### src/shared/bbx_pkg.sv
package bbx_pkg;
  // widths
  localparam int PC_W = 15;
  localparam int INSTR_W = 14;
  localparam int DATA_W = 8;
  localparam int FADDR_W = 7;
  localparam int REG_DEPTH = 128;
  // instruction fields
  localparam int F_LSB = 0;
  localparam int F_MSB = 6;
  localparam int B_LSB = 7;
  localparam int B_MSB = 9;
  localparam int BRA_K_MSB = 8;
  localparam int BRA_K_W = 9;
  localparam int CALL_K_MSB = 10;
  localparam int CALL_K_W = 11;
  localparam int PLH_W = 7;
  localparam int PLH_HI_MSB = 6;
  localparam int PLH_HI_LSB = 3;
  // encodings
  localparam logic [1:0] BITOP_CLASS = 2'h1;
  localparam logic [1:0] BITOP_CLR = 2'h0;
  localparam logic [1:0] BITOP_SET = 2'h1;
  localparam logic [1:0] BITOP_SKC = 2'h2;
  localparam logic [1:0] BITOP_SKS = 2'h3;
  localparam logic [4:0] BRA_CODE = 5'h19;
  localparam logic [2:0] CALL_CODE = 3'h4;
  localparam logic [INSTR_W-1:0] BRW_WORD = 14'h000b;
  localparam logic [INSTR_W-1:0] NOP_WORD = 14'h0000;
  // reset value and sequential step
  localparam logic [PC_W-1:0] PC_RESET = 15'h0000;
  localparam logic [PC_W-1:0] PC_STEP = 15'h0001;

  typedef enum logic [2:0] {
    OP_NONE, OP_BCLR, OP_BSET, OP_SKC, OP_SKS, OP_BRA, OP_BRW, OP_CALL
  } bbx_op_t;
endpackage

### src/shared/bbx_mem_if.sv
`timescale 1ns/10ps
interface bbx_mem_if;
  import bbx_pkg::*;
  logic [FADDR_W-1:0] raddr;
  logic [FADDR_W-1:0] waddr;
  logic [DATA_W-1:0] wdata;
  logic [DATA_W-1:0] rdata;
  logic we;
  modport ctrl (output raddr, output waddr, output wdata, output we,
                input rdata);
  modport mem (input raddr, input waddr, input wdata, input we,
               output rdata);
endinterface

### src/hw/bbx_exec.sv
`timescale 1ns/10ps
module bbx_exec
  import bbx_pkg::*;
#(
  parameter int DEPTH = REG_DEPTH
) (
  // clock and reset
  input wire logic clk,
  input wire logic rst_n,
  // program fetch
  input wire logic [INSTR_W-1:0] fetch_word,
  output logic [PC_W-1:0] fetch_addr,
  // core state
  input wire logic [DATA_W-1:0] wreg,
  input wire logic [PLH_W-1:0] pc_high_latch,
  // return stack
  output logic stack_push,
  output logic [PC_W-1:0] return_stack_top,
  // execution status
  output logic slot_discard
);
  bbx_mem_if memif ();

  bbx_regfile #(
    .DEPTH(DEPTH)
  ) u_regfile (
    .clk(clk),
    .rst_n(rst_n),
    .port(memif.mem)
  );

  logic [PC_W-1:0] pc_q;
  logic [PC_W-1:0] pc_d;
  logic [INSTR_W-1:0] ir_q;
  logic [INSTR_W-1:0] ir_d;
  logic push_q;
  logic push_d;
  logic [PC_W-1:0] tos_q;
  logic [PC_W-1:0] tos_d;
  logic disc_q;
  logic disc_d;
  bbx_op_t op;
  logic [DATA_W-1:0] mask;
  logic bit_val;
  logic [PC_W-1:0] bra_off;
  logic [PC_W-1:0] call_tgt;

  // decode of the executing word
  always_comb begin
    op = OP_NONE;
    if (ir_q[INSTR_W-1 -: 2] == BITOP_CLASS) begin
      case (ir_q[INSTR_W-3 -: 2])
        BITOP_CLR: op = OP_BCLR;
        BITOP_SET: op = OP_BSET;
        BITOP_SKC: op = OP_SKC;
        default: op = OP_SKS;
      endcase
    end else if (ir_q[INSTR_W-1 -: 5] == BRA_CODE) begin
      op = OP_BRA;
    end else if (ir_q[INSTR_W-1 -: 3] == CALL_CODE) begin
      op = OP_CALL;
    end else if (ir_q == BRW_WORD) begin
      op = OP_BRW;
    end
  end

  always_comb begin
    mask = DATA_W'(1) << ir_q[B_MSB:B_LSB];
    bit_val = |(memif.rdata & mask);
    bra_off = {{(PC_W-BRA_K_W){ir_q[BRA_K_MSB]}}, ir_q[BRA_K_MSB:0]};
    call_tgt = {pc_high_latch[PLH_HI_MSB:PLH_HI_LSB],
                ir_q[CALL_K_MSB:0]};
  end

  // next-state and register file access
  always_comb begin
    pc_d = pc_q + PC_STEP;
    ir_d = fetch_word;
    push_d = 1'b0;
    tos_d = tos_q;
    disc_d = 1'b0;
    memif.raddr = fetch_word[F_MSB:F_LSB];
    memif.waddr = ir_q[F_MSB:F_LSB];
    memif.wdata = memif.rdata;
    memif.we = 1'b0;
    case (op)
      OP_BCLR: begin
        memif.we = 1'b1;
        memif.wdata = memif.rdata & ~mask;
      end
      OP_BSET: begin
        memif.we = 1'b1;
        memif.wdata = memif.rdata | mask;
      end
      OP_SKC: begin
        if (!bit_val) begin
          ir_d = NOP_WORD;
          disc_d = 1'b1;
        end
      end
      OP_SKS: begin
        if (bit_val) begin
          ir_d = NOP_WORD;
          disc_d = 1'b1;
        end
      end
      OP_BRA: begin
        pc_d = pc_q + bra_off;
        ir_d = NOP_WORD;
        disc_d = 1'b1;
      end
      OP_BRW: begin
        pc_d = pc_q + PC_W'(wreg);
        ir_d = NOP_WORD;
        disc_d = 1'b1;
      end
      OP_CALL: begin
        push_d = 1'b1;
        tos_d = pc_q;
        pc_d = call_tgt;
        ir_d = NOP_WORD;
        disc_d = 1'b1;
      end
      default: begin
        pc_d = pc_q + PC_STEP;
      end
    endcase
  end

  always_ff @(posedge clk or negedge rst_n) begin
    if (!rst_n) begin
      pc_q <= PC_RESET;
      ir_q <= NOP_WORD;
      push_q <= 1'b0;
      tos_q <= PC_RESET;
      disc_q <= 1'b0;
    end else begin
      pc_q <= pc_d;
      ir_q <= ir_d;
      push_q <= push_d;
      tos_q <= tos_d;
      disc_q <= disc_d;
    end
  end

  assign fetch_addr = pc_q;
  assign stack_push = push_q;
  assign return_stack_top = tos_q;
  assign slot_discard = disc_q;
endmodule

### src/hw/bbx_regfile.sv
`timescale 1ns/10ps
module bbx_regfile
  import bbx_pkg::*;
#(
  parameter int DEPTH = REG_DEPTH
) (
  // clock and reset
  input wire logic clk,
  input wire logic rst_n,
  // access port
  bbx_mem_if.mem port
);
  logic [DATA_W-1:0] mem_q [DEPTH];
  logic [DATA_W-1:0] rdata_d;
  logic [DATA_W-1:0] rdata_q;

  // write-first forwarding on a same-address collision
  always_comb begin
    rdata_d = mem_q[port.raddr];
    if (port.we && port.waddr == port.raddr) begin
      rdata_d = port.wdata;
    end
  end

  always_ff @(posedge clk) begin
    if (port.we) begin
      mem_q[port.waddr] <= port.wdata;
    end
  end

  always_ff @(posedge clk or negedge rst_n) begin
    if (!rst_n) begin
      rdata_q <= '0;
    end else begin
      rdata_q <= rdata_d;
    end
  end

  assign port.rdata = rdata_q;
endmodule

### config.mk
export PLATFORM = sky130hd
export DESIGN_NAME = bbx_exec
export DESIGN_NICKNAME = d
export VERILOG_FILES = /design/src/shared/bbx_pkg.sv /design/src/shared/bbx_mem_if.sv /design/src/hw/bbx_exec.sv /design/src/hw/bbx_regfile.sv
export SDC_FILE = /design/constraint.sdc
export NUM_CORES = 1
export LEC_CHECK = 0
export ABC_AREA = 0
export BUFFER_PORTS_ARGS = -buffer_cell sky130_fd_sc_hd__clkbuf_2
export CAP_MARGIN = 20
export CELL_PAD_IN_SITES_DETAIL_PLACEMENT = 1
export CELL_PAD_IN_SITES_GLOBAL_PLACEMENT = 1
export CORE_MARGIN = 2
export CORE_UTILIZATION = 40
export CTS_CLUSTER_DIAMETER = 80
export DETAILED_ROUTE_END_ITERATION = 6
export PLACE_DENSITY = 0.66
export SYNTH_ARGS = -nofsm -noshare
export SYNTH_HDL_FRONTEND = slang
export SYNTH_HIERARCHICAL = 1
export SYNTH_SLANG_ARGS = --single-unit
### constraint.sdc
create_clock -name clk -period 11.3 [get_ports clk]
set_clock_uncertainty 0.15 [all_clocks]
set_input_delay 2.26 -clock clk [delete_from_list [all_inputs] [get_ports clk]]
set_output_delay 2.26 -clock clk [all_outputs]
set_load 0.005 [all_outputs]
==> results by group <==
Outcome
  • Outcome: finished, final reports clean

Yosys
  • Flops & latches, synth: approximately 1100
  • Gate Count Post-Synth: about 2400
  • Netlist cell types: between 80 and 90
  • Post-synth EDFFs: between 1000 and 1500
  • Primary FF master, synth: edfxtp_1
  • Async SR Flop Fraction: around 5.0%
  • Top cells by area, synth: edfxtp_1 70%, mux4_2 8.2%, mux2i_1 4.0%
  • Share of the yosys chip area belonging to registers: between 70% and 80%
  • Mux cell area share after synthesis: 13.7%
  • Mean Syn Cell Area: 18.3 sq um
  • Complex-gate fraction of the synthesized area: about 5.4%
  • Most numerous cell in the Yosys netlist: edfxtp_1
  • Synth warn: 6
  • Syn Std Cell Area: approximately 0.044 sq mm
  • Top-area cell type share of the netlist area: a little over two thirds
  • Net Count, Synth: 2448
  • Leading area contributor after synthesis: edfxtp_1
  • Post-Synth XOR/XNOR Area: less than 1%
  • Synth Area in Adders: less than 1%
  • Synth top cells by count: 1024 x edfxtp_1, 174 x mux2i_1, 159 x mux4_2
  • Main combinational cell family by area after synthesis: multiplexers
  • Post-synthesis simple-gate area fraction: roughly 4.5%

STA
  • Final setup fails: 0
  • Max-slew violation count: 0
  • Rel. slew slack: between 30% and 40%
  • Setup TNS: 0 ns
  • Worst-Margin Slew: between 1 and 1.5 ns
  • Worst hold slack: between 0.3 and 0.4 ns
  • Setup repair after global routing missed its margin: no
  • Endpoints failing hold: 0
  • Maximum clock rate: roughly 170 MHz
  • Tmin final: between 5 and 6 ns
  • Crit share post-route: between 50% and 60%

Setup path
  • Crit-path max cell delay: between 0.8 and 0.9 ns
  • Worst R2R Start: ir_q[2]
  • Critical Path Start Type: input port
  • Worst Path Max Fanout: just under 60
  • CP Cell Sequence: buf_6 > buf_4 > nor2b_2 > buf_4 > a221oi_1 > o21ai_0 > o22ai_1 > and3_1 > nor4_1
  • CP most frequent cell: buf_4
  • Worst Path Buf+Inv: 3
  • Crit. End Element: register
  • WP data arrival: 6.25 ns
  • Crit Path Category: input port to register
  • R2R Setup Slk: 6.26 ns
  • Max stage delay cell, worst path: buf_4
  • Delay-heaviest family, CP: buffers and inverters
  • RR Endpoint: u_regfile/port.rdata[4]
  • Required @ worst endpoint: around 12 ns
  • R2R depth: 10

Finish
  • Storage element area: 0.0321 sq mm
  • Share of cells above drive strength 1: a little over a fifth
  • FILL cells: 10158
  • Nets: around 2500
  • Multi-input logic area: ~0.011 sq mm
  • Area Overhead vs Synth: 12.1%
  • Cell area after layout: just under 0.05 sq mm

Floorplanning
  • Overall die area: 0.112 sq mm
  • Effective utilization at floorplan: between 40% and 50%
  • Num rows: approximately 120
  • Core region area: approximately 0.11 sq mm
  • Die X: 335 microns
  • # IOs: 63
  • DIE HEIGHT: between 300 and 400 microns

Power and ir drop
  • Sequential power share: approximately 50%
  • Leakage power: around 16 nW
  • Power consumption: about 9.6 mW
  • VDD IR max: between 0.0001 and 0.00015 V
  • Switching power: approximately 2.4 mW
  • Gate power share: around 12%
  • Int Power: ~7 mW
  • Clock power frac: a little under two fifths
  • Pwr dens: between 150 and 200 mW/mm^2
  • Switching Fraction: 25.2%

CTS
  • CTS tree: done
  • Post-CTS Resized: 0
  • Post-CTS setup repair buffer count: 0
  • Hold buffer count at cts: 0
  • Clk sink count: 1078
  • Number of buffers created by CTS: 110
  • CTS root buf: clkbuf_16
  • Skew-Pair Late Insertion Delay: between 0.6 and 0.7 ns
  • H-tree depth: 3
  • Clk slew on worst S/H paths: approximately 0.060 ns
  • CTS max path bufs: 3

Drt
  • Routed wl met3: around 5.9 mm
  • Drt first pass iters: 5
  • Max Used Layer: met4
  • DR vias/cell: roughly 5.8
  • Met1 wire length: a little under 50 mm
  • Avg WL per Cell: 28.0 microns
  • Initial DRC count: 2204
  • DRT antenna net count: 0
  • Met2 WL: 53.9 mm
  • Post-route DRC: 0
  • Vias: around 23000
  • Final wirelength: ~110 mm

Placed design
  • Post-DP HPWL: a little under 70 mm
  • Placed instance area: between 0.04 and 0.05 sq mm
  • PortBufs: 59
  • Placer congestion estimate: 0.846

Global routing
  • Gr ovfl total: 0
  • First-pass GRT wire length: 166 mm
  • Total GRT Usage: about a fifth
  • Largest net degree at the start of global routing: around 110
  • Vias in the first global route: approximately 24000
  • Antenna violations before repair: 0

Min path
  • Worst hold path type: register to register
  • Endpoint of the worst hold path: return_stack_top[6]
  • Min-delay src: return_stack_top[6]
  • Cell depth of the worst hold path: 2

Job
  • Number of max-cap violations: 0
worst register-to-register path, stage by stage, from the launching register on:
cell and delay [ns]:
dfrtp_1 0.87, nor4b_1 0.12, and4_4 0.23, a211o_4 0.33, nor2_1 0.27, a31oi_1 0.18, o21ai_4 0.71, buf_4 0.57
buf_4 0.64, o221ai_1 0.41, nor3_1 0.41
cell families after synthesis:
group                      Yosys count
buffers and inverters              157
adders and majority gates           18
muxes                              384
DFF                               1078
xor gates and xnor gates            19
and+or+nand+nor                    423
AOI/OAI and AO/OA                  320
cells in the final DEF (no fill, tap or decap), types with 12 or more instances in the layout:
cell | synthesis | layout
edfxtp_1 | 1024 | 1024
ha_1 | 17 | 17
dfrtp_1 | 54 | 54
nand2b_1 | 16 | 15
clkbuf_1 | 66 | 16
a22oi_1 | 25 | 25
mux2_4 | 12 | 12
a221oi_1 | 13 | 13
o21ai_0 | 48 | 42
o221a_2 | 13 | 13
nor2b_1 | 20 | 19
buf_4 | 6 | 52
clkinv_1 | 0 | 24
mux2_2 | 33 | 33
bufinv_16 | 0 | 15
inv_1 | 15 | 15
o22ai_1 | 29 | 29
mux2i_1 | 174 | 174
clkbuf_16 | 0 | 111
o221ai_1 | 51 | 51
a21oi_1 | 55 | 55
nor2_1 | 158 | 157
nor3_1 | 21 | 19
clkinv_2 | 0 | 24
clkbuf_2 | 0 | 57
mux4_2 | 159 | 159
nand3_1 | 34 | 34
nand2_1 | 114 | 113
metrics by stage:
step | setup WS, ns | instances | utilization [%]
3_5_place_dp | 4.85 | 3785 | 41.9
6_report | 5.43 | 3992 | 45.3
3_3_place_gp | 4.89 | 3785 | 41.9
5_1_grt | 5.33 | 3991 | 45.3
2_1_floorplan | 3.32 | 2399 | -
4_1_cts | 5.56 | 3989 | 45.2
flip-flops by register name, indices dropped and copies added (netlist names):
name	count
slot_discard	1
ir_q	14
u_regfile/mem_q	1024
stack_push	1
return_stack_top	15
u_regfile/port.rdata	8
fetch_addr	15
how the worst max path moves through the flow:
stage / start / to / slack [ns] / cells past startpoint
global placement: fetch_word[1] / u_regfile/port.rdata[1] / 4.89 / 9
floorplan: ir_q[10] / u_regfile/mem_q[0][3] / 3.32 / 8
global route: fetch_word[1] / u_regfile/port.rdata[1] / 5.33 / 9
CTS: fetch_word[1] / u_regfile/port.rdata[1] / 5.56 / 9
detailed placement: fetch_word[1] / u_regfile/port.rdata[1] / 4.85 / 9
finish: fetch_word[1] / u_regfile/port.rdata[1] / 5.43 / 9
layer usage:
metal  GRT usage, %  vias up
met3           2.74      186
met1           27.7    12270
met5              0        -
met2           32.4      736
li1               -     9897
met4           6.39        0
power groups by stage:
| stage | logic, mW | registers, mW | clock network, mW |
|---|---|---|---|
| final | 1.11 | 4.80 | 3.68 |
| after global routing | 1.21 | 4.81 | 3.89 |
| after CTS | 1.12 | 4.80 | 3.76 |
| after detailed placement | 1.11 | 4.89 | 0 |
| after global placement | 1.06 | 4.88 | 0 |
| after floorplan | 0.654 | 4.94 | 0 |
cell type report:
type / count / share of cell area (%)
Clock inverter: 76 / 1.64
Tap cell: 1414 / 3.59
Multi-Input combinational cell: 1164 / 22.2
Sequential cell: 1078 / 65.2
Antenna cell: 1 / 0.00508
Inverter: 18 / 0.137
Timing Repair Buffer: 113 / 1.50
Clock buffer: 128 / 5.79
Power figures use the tool's default switching activity.
